## config.mk

```make
export PLATFORM = sky130hd
export DESIGN_NAME = pgct_bank
export DESIGN_NICKNAME = d
export VERILOG_FILES = /design/src/design/placeholder_none.sv /design/src/design/pgct_pkg.sv /design/src/design/pgct_field.sv /design/src/design/pgct_drive_sel.sv /design/src/design/pgct_bank.sv
export VERILOG_INCLUDE_DIRS = /design/src /design/src/design
export SDC_FILE = /design/constraint.sdc
export NUM_CORES = 1
export LEC_CHECK = 0
export BUFFER_PORTS_ARGS = -buffer_cell sky130_fd_sc_hd__buf_2
export CAP_MARGIN = 5
export CORE_UTILIZATION = 56
export CTS_BUF_LIST = sky130_fd_sc_hd__clkbuf_4
export CTS_CLUSTER_DIAMETER = 40
export DETAILED_ROUTE_END_ITERATION = 10
export PLACE_DENSITY = 0.95
export SLEW_MARGIN = 5
export SYNTH_ARGS = -nofsm -noshare
export SYNTH_HDL_FRONTEND = slang
export SYNTH_HIERARCHICAL = 1
export SYNTH_SLANG_ARGS = --single-unit
```

## constraint.sdc

```tcl
create_clock -name clk -period 4.1 [get_ports clk]
set_input_delay 0.615 -clock clk [delete_from_list [all_inputs] [get_ports clk]]
set_output_delay 0.615 -clock clk [all_outputs]
set_load 0.02 [all_outputs]
```

## src/design/pgct_defines.svh

```systemverilog
// offsets, field positions and reset values of the pwm gate current bank
// assumes: included by the package, the register bank and the testbench
`ifndef PGCT_DEFINES_SVH
`define PGCT_DEFINES_SVH

// register offsets on the 5-bit register port
`define PGCT_ADDR_W 5
`define PGCT_OFS_DISCH 5'h0C
`define PGCT_OFS_DRIVE 5'h0D
`define PGCT_OFS_BANK 5'h1D

// bank-select bit position in the bank register
`define PGCT_BANK_BIT 0

// register width and sense capacitor option bit
`define PGCT_DATA_W 16
`define PGCT_BODY_W 15
`define PGCT_SENSE_BIT 15

// per-channel 5-bit current codes
`define PGCT_CH3_CODE_LSB 10
`define PGCT_CH2_CODE_LSB 5
`define PGCT_CH1_CODE_LSB 0

// timing and peak code fields of both drive registers
`define PGCT_BLANK4_LSB 12
`define PGCT_CROSS4_LSB 9
`define PGCT_BLANK3_LSB 6
`define PGCT_PEAK3_LSB 4
`define PGCT_PEAK2_LSB 2
`define PGCT_PEAK1_LSB 0

// reset values of the 15-bit bodies, the option bit and the bank bit
`define PGCT_RST_DISCH 15'h1CE7
`define PGCT_RST_PREDIS 15'h318C
`define PGCT_RST_DRIVE 15'h4900
`define PGCT_RST_SENSE 1'h0
`define PGCT_RST_BANK 1'h0

`endif

```

## src/design/placeholder_none.sv

```systemverilog
`timescale 1ns/1ns

```

## src/design/pgct_pkg.sv

```systemverilog
// types shared by the pwm gate current register bank
// assumes: the defines header is on the include path
`include "pgct_defines.svh"

package pgct_pkg;

    typedef logic [4:0] pgct_code_t;
    typedef logic [2:0] pgct_time_t;
    typedef logic [1:0] pgct_peak_t;
    typedef logic [`PGCT_BODY_W-1:0] pgct_body_t;

    // state of the bank top: bank select and registered read data
    typedef struct packed {
        logic bank;
        logic [`PGCT_DATA_W-1:0] rdata;
    } pgct_top_st_t;

    // state of one channel's drive limit selector
    typedef struct packed {
        pgct_peak_t limit;
        logic en;
    } pgct_drv_st_t;

endpackage

```

## src/design/pgct_field.sv

```systemverilog
// one writable register body with a fixed reset value
// assumes: write enable already decoded by the bank, single clock
`timescale 1ns/1ns

module pgct_field
    import pgct_pkg::*;
#(
    parameter int W = 15,
    parameter logic [W-1:0] RST = '0
) (
    input wire logic clk, // core clock
    input wire logic reset, // sync reset, high
    input wire logic we, // write this body
    input wire logic [W-1:0] wd, // new contents
    output logic [W-1:0] q // stored contents
);
    typedef struct packed {
        logic [W-1:0] val;
    } pgct_field_st_t;

    pgct_field_st_t st_q, st_d;

    // refuse body widths below 1 or above 32 bits
    if (W < 1 || W > 32) begin : g_bad_w
        $error("pgct_field width out of range");
    end

    // next value: hold unless written
    always_comb begin
        st_d = st_q;
        if (we) begin
            st_d.val = wd;
        end
    end

    // state register
    always_ff @(posedge clk) begin
        if (reset) begin
            st_q.val <= RST;
        end else begin
            st_q <= st_d;
        end
    end

    assign q = st_q.val;
endmodule

```

## src/design/pgct_drive_sel.sv

```systemverilog
// drive limit selector for one pwm channel
// assumes: phase flags come synchronous from the gate sequencer
`timescale 1ns/1ns

module pgct_drive_sel
    import pgct_pkg::*;
(
    input wire logic clk, // core clock
    input wire logic reset, // sync reset, high
    input wire pgct_peak_t act_peak, // peak code, active mosfet
    input wire pgct_peak_t fw_peak, // peak code, freewheel mosfet
    input wire logic fw_sel, // freewheel mosfet is switching
    input wire logic pre_phase, // pre-charge or pre-discharge
    input wire logic post_phase, // post-charge phase
    output pgct_peak_t limit, // applied peak code
    output logic limit_en // peak limit in force
);
    pgct_drv_st_t st_q, st_d;

    // peak code applies in pre and post phases, else limit idles at 00
    always_comb begin
        st_d = '0;
        if (pre_phase || post_phase) begin
            st_d.en = 1'b1;
            st_d.limit = fw_sel ? fw_peak : act_peak;
        end
    end

    always_ff @(posedge clk) begin
        if (reset) begin
            st_q <= '0;
        end else begin
            st_q <= st_d;
        end
    end

    assign limit = st_q.limit;
    assign limit_en = st_q.en;
endmodule

```

## src/design/pgct_bank.sv

```systemverilog
// bank-switched pwm gate current and timing registers
// assumes: single clock, register port strobes are one cycle and never
// overlap, and the gate sequencer drives the phase flags synchronously
//
// Strobed register access is this design's own decision.
`timescale 1ns/1ns
`include "pgct_defines.svh"

////////////////////////////////////////////////////////////////////////
// Behaviour
// - 0x0C: bank 0 discharge, bank 1 predischarge
// - 0x0D: bank 0 active, bank 1 freewheel
// - bit 15 at 0x0C: sense capacitor option
// - three discharge codes, reset 00111
// - three predischarge codes, reset 01100
// - active blank times 14:12, 8:6, reset 100
// - active cross time 11:9, reset 100
// - freewheel register mirrors active layout
// - 2-bit peak drive codes per channel
// - peak code also applies in post-charge
// - bit 15 of 0x0D reads zero
// - freewheel blank4 at 14:12, rw, 100
module pgct_bank
    import pgct_pkg::*;
(
    input wire logic clk, // core clock, 250 MHz
    input wire logic reset, // sync reset, high
    input wire logic [`PGCT_ADDR_W-1:0] addr, // register offset
    input wire logic [`PGCT_DATA_W-1:0] wdata, // write data
    input wire logic wr, // write strobe
    input wire logic rd, // read strobe
    output logic [`PGCT_DATA_W-1:0] rdata, // read data, cycle after rd
    output logic bank_sel, // current bank select
    output logic sense_cap_400p, // sense output load up to 400 pF
    output pgct_code_t ch1_active_discharge_code, // ch1 discharge
    output pgct_code_t ch2_active_discharge_code, // ch2 discharge
    output pgct_code_t ch3_active_discharge_code, // ch3 discharge
    output pgct_code_t ch1_initial_predischarge_code, // ch1 init
    output pgct_code_t ch2_initial_predischarge_code, // ch2 init
    output pgct_code_t ch3_initial_predischarge_code, // ch3 init
    output pgct_time_t set4_active_blank_time, // active blank 4
    output pgct_time_t set3_active_blank_time, // active blank 3
    output pgct_time_t set4_active_cross_current_time, // active ccp 4
    output pgct_time_t set4_freewheel_blank_time, // fw blank 4
    output pgct_time_t set3_freewheel_blank_time, // fw blank 3
    output pgct_time_t set4_freewheel_cross_current_time, // fw ccp 4
    output pgct_peak_t ch1_peak_drive_code, // ch1 peak, active
    output pgct_peak_t ch2_peak_drive_code, // ch2 peak, active
    output pgct_peak_t ch3_peak_drive_code, // ch3 peak, active
    output pgct_peak_t ch1_fw_peak_drive_code, // ch1 peak, freewheel
    output pgct_peak_t ch2_fw_peak_drive_code, // ch2 peak, freewheel
    output pgct_peak_t ch3_fw_peak_drive_code, // ch3 peak, freewheel
    input wire logic [2:0] pre_phase, // per channel pre phases
    input wire logic [2:0] post_phase, // per channel post-charge
    input wire logic [2:0] fw_switching, // per channel fw mosfet
    output logic [5:0] drive_limit_code, // {ch3,ch2,ch1} applied peak
    output logic [2:0] drive_limit_en // per channel limit in force
);

    ////////////////////////////////////////////////////////////////////
    // state and decode

    pgct_top_st_t st_q, st_d;

    pgct_body_t disch_q, predis_q, act_q, fw_q;
    logic sense_q;

    logic hit_disch, hit_drive, hit_bank;
    logic we_disch, we_predis, we_act, we_fw, we_sense;

    // offsets compared once; banked offsets split on the bank bit
    assign hit_disch = (addr == `PGCT_OFS_DISCH);
    assign hit_drive = (addr == `PGCT_OFS_DRIVE);
    assign hit_bank = (addr == `PGCT_OFS_BANK);

    // banked write enables: only the selected register takes data
    assign we_disch = wr && hit_disch && !st_q.bank;
    assign we_predis = wr && hit_disch && st_q.bank;
    assign we_act = wr && hit_drive && !st_q.bank;
    assign we_fw = wr && hit_drive && st_q.bank;
    // option bit is shared, so either bank view may write it
    assign we_sense = wr && hit_disch;

    ////////////////////////////////////////////////////////////////////
    // register bodies

    // discharge codes, three channels of five bits
    pgct_field #(
        .W(`PGCT_BODY_W),
        .RST(`PGCT_RST_DISCH)
    ) u_disch (
        .clk(clk),
        .reset(reset),
        .we(we_disch),
        .wd(wdata[`PGCT_BODY_W-1:0]),
        .q(disch_q)
    );

    // initial predischarge codes
    pgct_field #(
        .W(`PGCT_BODY_W),
        .RST(`PGCT_RST_PREDIS)
    ) u_predis (
        .clk(clk),
        .reset(reset),
        .we(we_predis),
        .wd(wdata[`PGCT_BODY_W-1:0]),
        .q(predis_q)
    );

    // active timings and peak codes
    pgct_field #(
        .W(`PGCT_BODY_W),
        .RST(`PGCT_RST_DRIVE)
    ) u_act (
        .clk(clk),
        .reset(reset),
        .we(we_act),
        .wd(wdata[`PGCT_BODY_W-1:0]),
        .q(act_q)
    );

    // freewheel timings, same layout as the active body
    pgct_field #(
        .W(`PGCT_BODY_W),
        .RST(`PGCT_RST_DRIVE)
    ) u_fw (
        .clk(clk),
        .reset(reset),
        .we(we_fw),
        .wd(wdata[`PGCT_BODY_W-1:0]),
        .q(fw_q)
    );

    // sense amplifier output capacitor option
    pgct_field #(
        .W(1),
        .RST(`PGCT_RST_SENSE)
    ) u_sense (
        .clk(clk),
        .reset(reset),
        .we(we_sense),
        .wd(wdata[`PGCT_SENSE_BIT]),
        .q(sense_q)
    );

    ////////////////////////////////////////////////////////////////////
    // bank select and read path

    // reads see only the bank chosen beforehand; data lives one cycle
    always_comb begin
        st_d = st_q;
        st_d.rdata = '0;
        if (wr && hit_bank) begin
            st_d.bank = wdata[`PGCT_BANK_BIT];
        end
        if (rd) begin
            unique case (1'b1)
                hit_disch: begin
                    st_d.rdata = {sense_q,
                        st_q.bank ? predis_q : disch_q};
                end
                hit_drive: begin
                    // bit 15 stays zero in both views
                    st_d.rdata = {1'b0,
                        st_q.bank ? fw_q : act_q};
                end
                hit_bank: begin
                    st_d.rdata[`PGCT_BANK_BIT] = st_q.bank;
                end
                default: begin
                    // unmapped offsets read as zero
                    st_d.rdata = '0;
                end
            endcase
        end
    end

    always_ff @(posedge clk) begin
        if (reset) begin
            st_q.bank <= `PGCT_RST_BANK;
            st_q.rdata <= '0;
        end else begin
            st_q <= st_d;
        end
    end

    assign rdata = st_q.rdata;
    assign bank_sel = st_q.bank;

    ////////////////////////////////////////////////////////////////////
    // field outputs

    assign sense_cap_400p = sense_q;
    assign ch3_active_discharge_code = disch_q[`PGCT_CH3_CODE_LSB +: 5];
    assign ch2_active_discharge_code = disch_q[`PGCT_CH2_CODE_LSB +: 5];
    assign ch1_active_discharge_code = disch_q[`PGCT_CH1_CODE_LSB +: 5];
    assign ch3_initial_predischarge_code =
        predis_q[`PGCT_CH3_CODE_LSB +: 5];
    assign ch2_initial_predischarge_code =
        predis_q[`PGCT_CH2_CODE_LSB +: 5];
    assign ch1_initial_predischarge_code =
        predis_q[`PGCT_CH1_CODE_LSB +: 5];
    assign set4_active_blank_time = act_q[`PGCT_BLANK4_LSB +: 3];
    assign set4_active_cross_current_time = act_q[`PGCT_CROSS4_LSB +: 3];
    assign set3_active_blank_time = act_q[`PGCT_BLANK3_LSB +: 3];
    assign set4_freewheel_blank_time = fw_q[`PGCT_BLANK4_LSB +: 3];
    assign set4_freewheel_cross_current_time =
        fw_q[`PGCT_CROSS4_LSB +: 3];
    assign set3_freewheel_blank_time = fw_q[`PGCT_BLANK3_LSB +: 3];
    assign ch3_peak_drive_code = act_q[`PGCT_PEAK3_LSB +: 2];
    assign ch2_peak_drive_code = act_q[`PGCT_PEAK2_LSB +: 2];
    assign ch1_peak_drive_code = act_q[`PGCT_PEAK1_LSB +: 2];
    assign ch3_fw_peak_drive_code = fw_q[`PGCT_PEAK3_LSB +: 2];
    assign ch2_fw_peak_drive_code = fw_q[`PGCT_PEAK2_LSB +: 2];
    assign ch1_fw_peak_drive_code = fw_q[`PGCT_PEAK1_LSB +: 2];

    ////////////////////////////////////////////////////////////////////
    // per-channel drive limit

    // one selector per channel; limit lags the phase flags by a cycle
    for (genvar c = 0; c < 3; c++) begin : g_drv
        pgct_drive_sel u_sel (
            .clk(clk),
            .reset(reset),
            .act_peak(act_q[2*c +: 2]),
            .fw_peak(fw_q[2*c +: 2]),
            .fw_sel(fw_switching[c]),
            .pre_phase(pre_phase[c]),
            .post_phase(post_phase[c]),
            .limit(drive_limit_code[2*c +: 2]),
            .limit_en(drive_limit_en[c])
        );
    end
endmodule

```

==> results of run 1 <==
through the flow:
stage | std cells | instance area (um^2) | setup WS, ns | utilization (%)
after global routing | 493 | 4190 | 1.52 | 69.9
after detailed placement | 477 | 4050 | 1.36 | 67.7
final | 493 | 4190 | 1.69 | 69.9
after floorplan | 294 | 3510 | 2.14 | -
after global placement | 477 | 4050 | 1.46 | 67.7
after CTS | 493 | 4190 | 1.63 | 69.9
synth_stat cells:
library cell	instances
nand3b_4	1
mux2i_1	47
a31oi_1	1
buf_2	6
and2b_1	1
nand3_1	3
mux4_1	2
o21bai_1	3
nor2_1	50
a211o_1	20
and2b_4	1
inv_1	4
o211ai_1	1
or3b_2	1
o31ai_1	1
buf_6	7
nand3b_1	1
and2_1	2
nor3b_2	1
or3_1	1
and4bb_1	1
dfxtp_1	87
buf_12	4
nor2b_1	28
and2b_2	5
mux4_2	12
and3b_1	1
or4b_1	1
a211o_2	1
cell type report:
class	instances	area, um^2	share of cell area, %
inverter	4	15.0	0.359
sequential	87	1740	41.6
tap	75	93.8	2.24
clock inverter	7	63.8	1.52
clock buffer	9	67.6	1.61
multi-input combinational	186	1570	37.4
timing repair buffer	125	638	15.2
kinds of logic (layout without fill, tap and decap cells):
family | count (synthesis) | count (layout) | synth area share, %
buffers and inverters | 21 | 145 | 5.82
DFF | 87 | 87 | 49.7
muxes | 61 | 61 | 22.6
and+or+nand+nor | 98 | 98 | 15.3
AOI/OAI and AO/OA | 27 | 27 | 6.53
power breakdown:
part	switching, uW	internal [uW]	total, uW
Sequential	3.29	851	854
Combinational	46.8	34.4	81.2
Clock	274	180	454
Total	324	1070	1390
worst min-delay path: cells and delay by family:
| family | cells | cell delay [ns] |
|---|---|---|
| buffers and inverters | 2 | 0.14 |
| AO/OA/AOI/OAI | 1 | 0.09 |
routing by layer:
metal  up-vias  routed length (um)
met4         0                 164
met1      1312                3360
met3        14                 343
met2        82                4120
met5         -                   0
li1       1272                   -
registers in the layout, indices dropped and copies added, names as in the netlist, 3 cells and up:
signal	flops
g_drv.u_sel/limit	6
g_drv.u_sel/limit_en	3
rdata	16
u_act/q	15
u_disch/q	15
u_fw/q	15
u_predis/q	15
how the worst max path moves through the flow:
stage / startpoint / endpoint / cells past startpoint
floorplan: addr[1] / u_disch/q[13] / 7
global placement: addr[4] / u_predis/q[2] / 6
detailed placement: addr[4] / u_predis/q[2] / 6
CTS: bank_sel / bank_sel / 2
global route: bank_sel / bank_sel / 2
finish: bank_sel / bank_sel / 2
==> impl_metrics.toml, run 1 <==
[outcome]
status = "finished, final reports clean"

[layout]
layout_commonest_cell = "buf_2"
diodes = 0
final_cell_mix = "buf_2 (120), dfxtp_1 (87), nor2_1 (48)"
drive_gt1_share_pct = 38.8
syn2layout_area_growth_pct = 19.4
nFillCells = 439
nets = 447

[hold_path]
hold_start = "pre_phase[2]"
min_to = "g_drv[2].u_sel/limit_en"
hp-class = "primary input to flop"
holdPathStages = 3

[grt]
grt_util_met1_pct = 29.4
grt_start_max_net_pins = 36
met3_usage_pct = 4.49
grtUsageTotal_pct = 25.2
grt_pass1_wl_um = 12400
grt_pass1_vias = 2603
overflow = 0
busiest_layer = "met2"
use_met2_pct = 43.8
grt_antenna_before_repair = 0

[clock_tree]
clkSinkCount = 87
clk_pin_slew_ns = 0.13
post_cts.repair.setup_buffers = 0
postCtsHoldBufs = 0
clock_path_buffers = 2
cts_buffers = 9
h-tree-depth = 3
root_buffer = "clkbuf_4"
cts_tree = "done"
cts_resized = 0
clk_latency_ns = 0.39

[place]
place_congestion = 0.804
dpl.hpwl_um = 5500
portBuffers = 120

[timing]
final-hold-violation-count = 0
rsz0062_at_grt = "no"
hold_slack_ns = 0.466
slew_headroom_pct = 33.7
tightestPinTransition_ns = 0.994
tns_ns = 0
timing.final.crit_share_pct = 58.8
min_period_ns = 2.41
final-setup-viol-count = 0
drv_slew = 0
finClkSkew_ns = 0.00998
fmax_ghz = 0.415

[worst_setup_path]
crit_family = "flip-flops"
crit_fanout = 13
path_cells = "buf_4, buf_2"
path_buf_inv = 2
arrival_ns = 1.79
cpPeakStageDelay_ns = 0.85
reg2reg_from = "bank_sel"
cp-start-kind = "flop"
critical_path_class = "flop to primary output"
crit_path_end_kind = "primary output"
crit_slowest_cell = "dfxtp_1"
worstRegToRegCells = 3
r2r-end = "u_predis/q[2]"
cp.required_ns = 3.48
worst-r2r-setup-slack_ns = 1.74

[run]
cap_violations = 0

[routing]
viasPerCell = 5.44
drt-initial-drc-count = 88
wl_per_cell_um = 16.2
dr.pass1.iters = 4
vias = 2680
post-route-drc-count = 0
ant_nets = 0
routed_wl_um = 7990

[power]
peakVddDrop_mv = 0.277
finalPower_uw = 1390
leakagePower_uw = 0.00177
power-per-cell-area_nw_per_um2 = 332

[die]
initial_core_util_pct = 58.5
die_x_um = 81.1
core_area_um2 = 5990
die_area_um2 = 6580
io_pins = 121
die-height_um = 81.1
core.rowCount = 28

[logic_synthesis]
synth_nets = 328
syn_area_um2 = 3510
yosys_register_bits = 87
synth.avg_cell_area_um2 = 11.9
ys_types = 29
yosys.area.top_type = "dfxtp_1"
yosysWarningCount = 6
synthCells = 294
synth_top_area_share_pct = 49.7
yosysSeqAreaShare_pct = 49.7
synthTopCellsByArea = "dfxtp_1 (50%), mux2i_1 (13%), mux4_2 (7.7%)"
Power figures use the tool's default switching activity.
==> run 2: changes to the inputs <==
Settings changed: CORE_UTILIZATION 56 to 52, PLACE_DENSITY 0.95 to 0.9.
Clock period 4.1 ns to 2.24 ns, I/O delays scaled along.
==> run 2 against run 1 <==
- the run now ends with DRC left
- design area rose by 2.4%
- die area rose by 7.5%
- clock skew increased by 0.0088 ns
- sequential power increased by 83%
- critical path depth unchanged
- highest routed layer unchanged
==> impl_metrics.toml, run 2 (synthesis results as in run 1) <==
[die]
core.rowCount = 29
io_pins = 121
initial_core_util_pct = 54.6
core_area_um2 = 6420
die-height_um = 84.1
die_area_um2 = 7070
die_x_um = 84.1

[grt]
grtUsageTotal_pct = 22.5
grt_start_max_net_pins = 39
overflow = 0
grt_antenna_before_repair = 0
grt_pass1_wl_um = 12300
grt_pass1_vias = 2546

[layout]
fin_util_pct = 66.7
regMostFlops = "rdata"
diodes = 0
largest_reg_flops = 16
drive_gt1_share_pct = 40.2
syn2layout_area_growth_pct = 22.2
final_cell_mix = "buf_2 (120), dfxtp_1 (87), nor2_1 (48)"
fin_area_um2 = 4290
layout_commonest_cell = "buf_2"
nets = 454

[clock_tree]
clk_pin_slew_ns = 0.13
clkSinkCount = 87
post_cts.repair.setup_buffers = 0
cts_tree = "done"
postCtsHoldBufs = 0
root_buffer = "clkbuf_4"
h-tree-depth = 3
clk_latency_ns = 0.43
clock_path_buffers = 2
cts_buffers = 9
cts_resized = 0

[power]
power-per-cell-area_nw_per_um2 = 631
swShare_pct = 23.2
finalPower_uw = 2710
p_clk_share_pct = 36.6
seqPwrFrac_pct = 57.8
leakagePower_uw = 0.00183
p_int_uw = 2080
peakVddDrop_mv = 0.445
switchingPower_uw = 627
combPwrFrac_pct = 5.6

[place]
place_congestion = 0.758
placed_area_um2 = 4120
portBuffers = 120
place_ws_ns = 0.250
dpl.hpwl_um = 5430

[worst_setup_path]
crit_slowest_cell = "dfxtp_1"
cp.required_ns = 1.90
worstRegToRegCells = 3
critical_path_class = "flop to primary output"
cp-start-kind = "flop"
arrival_ns = 1.23
cpPeakStageDelay_ns = 0.39
crit_fanout = 9
path_cells = "buf_4, buf_2"
crit_path_end_kind = "primary output"

[timing]
final-setup-viol-count = 0
finClkSkew_ns = 0.0187
rsz0062_at_grt = "no"
timing.final.crit_share_pct = 69.7
drv_slew = 0
finalWorstSetupSlack_ns = 0.678
tns_ns = 0
fmax_ghz = 0.640
final-hold-violation-count = 0
min_period_ns = 1.56
tightestPinTransition_ns = 0.584
slew_headroom_pct = 61.0

[outcome]
violations = "DRC"
status = "finished, violations left"

[routing]
drt-initial-drc-count = 107
vias = 2651
dr.pass1.iters = 7
routed_wl_um = 7720
viasPerCell = 5.28
post-route-drc-count = 18
wl_per_cell_um = 15.4
ant_nets = 0

[hold_path]
hp-class = "primary input to flop"
holdPathStages = 3

[run]
cap_violations = 0
==> run 2: cell count changes in the layout (fill, tap and decap cells not counted), sizes merged <==
cell      before  now
buf          125  132
bufinv         1    2
inv            4    5
clkinv         3    2
clkinvlp       3    2
==> run 2: layer usage <==
layer | vias up | track usage (%) | part of all wire [%]
met5 | - | 0 | 0
met4 | 0 | 12.7 | 2.5
met3 | 14 | 5.04 | 5.1
met2 | 97 | 38.3 | 49
met1 | 1254 | 26.1 | 43
li1 | 1286 | - | -
==> run 2: path summary, 6_finish.rpt <==
kind         startpoint   endpoint  slack [ns]
max reg2reg    bank_sel   rdata[9]        0.79
max            bank_sel   bank_sel        0.68
min           wdata[15]  u_sense/q        0.14
min reg2reg   u_sense/q  rdata[15]        0.52
==> run 2: stage by stage <==
step / hold slack [ns] / cells
final: 0.140 / 502
after global routing: 0.129 / 502
after CTS: 0.118 / 502
after detailed placement: 0.498 / 486
after global placement: 0.493 / 486
after floorplan: 0.408 / 294
==> run 2: worst max-delay path: cells and delay by family, from the launching register on <==
family	cells	cell delay, ns
buffers and inverters	2	0.41
flip-flops	1	0.39
==> run 2: final cells by class <==
class | count | area, um^2
repair buffers | 132 | 703
multi-input cells | 186 | 1570
fillers | 515 | 2140
flip-flops and latches | 87 | 1740
well taps | 77 | 96.3
inverters | 4 | 15.0
clock inverters | 7 | 96.3
clock buffers | 9 | 67.6
==> run 2: power by group through the flow <==
stage                     clock network [uW]  registers (uW)  logic (uW)
after floorplan                            0            1610        64.3
after global placement                     0            1600         150
after detailed placement                   0            1600         153
after CTS                               1020            1560         153
after global routing                    1070            1570         165
final                                    990            1560         152
==> run 3: changes to the inputs <==
Settings changed: CORE_UTILIZATION 52 to 47, PLACE_DENSITY 0.9 to 0.86.
Clock period 2.24 ns to 1.4 ns, I/O delays scaled along.
==> run 3 against run 2 <==
- the flow now finishes without violations
- non-clock buffer count is 9 higher
- count of clock-buffer cells in the layout increased by 1
- worst hold slack got worse by 0.11 ns
- first-iteration DRC count is 52% higher
- register-to-register slack lost 0.72 ns
- sequential share of layout area decreased by 0.92 points
- cell count rose by 6.2%
- largest power group unchanged
- critical endpoint is now rdata[10]
- design area rose by 2.5%
- flip-flop and latch count is the same
- power rose by 51%
==> impl_metrics.toml, run 3 (synthesis results as in run 1) <==
[layout]
nFillCells = 633
largest_reg_flops = 16
layout_commonest_cell = "buf_2"
drive_gt1_share_pct = 41.5
regMostFlops = "rdata"
fin_util_pct = 60.9
syn2layout_area_growth_pct = 25.3
final_cell_mix = "buf_2 (119), dfxtp_1 (86), nor2_1 (48)"
diodes = 0
nets = 463

[clock_tree]
cts_tree = "done"
clk_pin_slew_ns = 0.13
clkSinkCount = 87
cts_buffers = 9
clk_latency_ns = 0.41
clock_path_buffers = 2
root_buffer = "clkbuf_4"
h-tree-depth = 3

[worst_setup_path]
cp-start-kind = "flop"
worst-r2r-setup-slack_ns = 0.07
cp.required_ns = 1.71
crit_path_end_kind = "flop"
r2r-end = "rdata[10]"
worstRegToRegCells = 3
arrival_ns = 1.64
crit_fanout = 10
critical_path_class = "flop to flop"
reg2reg_from = "bank_sel"

[die]
initial_core_util_pct = 48.6
core_area_um2 = 7210
die_area_um2 = 7810
die-height_um = 88.4
core.rowCount = 31
die_x_um = 88.4
io_pins = 121

[routing]
ant_nets = 0
post-route-drc-count = 0
routed_wl_um = 8270
dr.pass1.iters = 5
vias = 2697
wl_per_cell_um = 15.5
drt-initial-drc-count = 163
viasPerCell = 5.06

[hold_path]
hold_start = "wdata[15]"
holdPathStages = 3
hp-class = "primary input to flop"
min_to = "u_sense/q"

[timing]
min_period_ns = 1.33
finClkSkew_ns = 0.0169
tightestPinTransition_ns = 0.380
fmax_ghz = 0.750
finalWorstSetupSlack_ns = 0.0664
slew_headroom_pct = 74.7
final-setup-viol-count = 0
drv_slew = 0
rsz0062_at_grt = "no"
timing.final.crit_share_pct = 95.3
final-hold-violation-count = 0

[grt]
overflow = 0
grt_pass1_vias = 2547
grtUsageTotal_pct = 21.4
grt_start_max_net_pins = 37
grt_antenna_before_repair = 0
grt_pass1_wl_um = 12500

[place]
portBuffers = 120
place_congestion = 0.765
place_ws_ns = -0.289
dpl.hpwl_um = 5830

[outcome]
status = "finished, final reports clean"

[power]
power-per-cell-area_nw_per_um2 = 931
peakVddDrop_mv = 0.673
leakagePower_uw = 0.00187

[run]
cap_violations = 0
## run 3: metal layers
layer | vias to the layer above | wire length [um] | track usage [%]
met1 | 1314 | 3650 | 27.0
li1 | 1306 | - | -
met5 | - | 0 | 0
met2 | 73 | 4230 | 36.0
met4 | 0 | 49 | 6.01
met3 | 4 | 338 | 5.88
## run 3: worst max path at each step
stage | startpoint | end | slack (ns) | depth (start not counted)
finish | bank_sel | rdata[10] | 0.07 | 3
floorplan | addr[4] | u_disch/q[13] | -0.10 | 7
global placement | addr[4] | u_disch/q[12] | -0.21 | 6
CTS | bank_sel | bank_sel | 0.03 | 2
global route | bank_sel | bank_sel | 0.008 | 2
detailed placement | addr[4] | u_act/q[7] | -0.29 | 8
## run 3: metrics by stage
| step | total power [uW] | hold WS, ns | cell area [um^2] | setup TNS, ns | std cells |
|---|---|---|---|---|---|
| 2_1_floorplan | 2680 | 0.282 | 3520 | -1.38 | 294 |
| 3_3_place_gp | 2810 | 0.447 | 4250 | -8.90 | 515 |
| 3_5_place_dp | 2810 | 0.456 | 4250 | -11.58 | 515 |
| 4_1_cts | 4140 | 0.00840 | 4380 | 0 | 532 |
| 5_1_grt | 4280 | 0.00398 | 4390 | 0 | 533 |
| 6_report | 4090 | 0.0325 | 4390 | 0 | 533 |
## run 3: worst max-delay path, stage by stage, from the launching register on
cell and delay [ns]:
dfxtp_4 0.40, buf_12 0.15, mux4_1 0.55, nor2b_1 0.14
## run 3: what timing repair did
action,4_1_cts,5_1_grt
hold buffers,1,0
buffers inserted,0,1
resized for setup,1,1
endpoints found under the setup margin,1,1
pin swaps,0,0
endpoints found under the hold margin,1,0
## run 3: final cells by class
class | count | area [um^2] | area share, %
repair buffers | 141 | 813 | 18.5
clock inverters | 6 | 51.3 | 1.17
inverters | 4 | 15.0 | 0.342
clock buffers | 10 | 75.1 | 1.71
well taps | 99 | 124 | 2.82
flip-flops and latches | 87 | 1750 | 39.7
multi-input cells | 186 | 1570 | 35.7
## run 3: power breakdown
part | internal (uW) | leakage [uW] | total [uW] | switching (uW)
Sequential | 2490 | 0.000704 | 2500 | 8.50
Clock | 544 | 0.0000727 | 1330 | 789
Combinational | 118 | 0.00110 | 261 | 143
Total | 3150 | 0.00187 | 4090 | 941
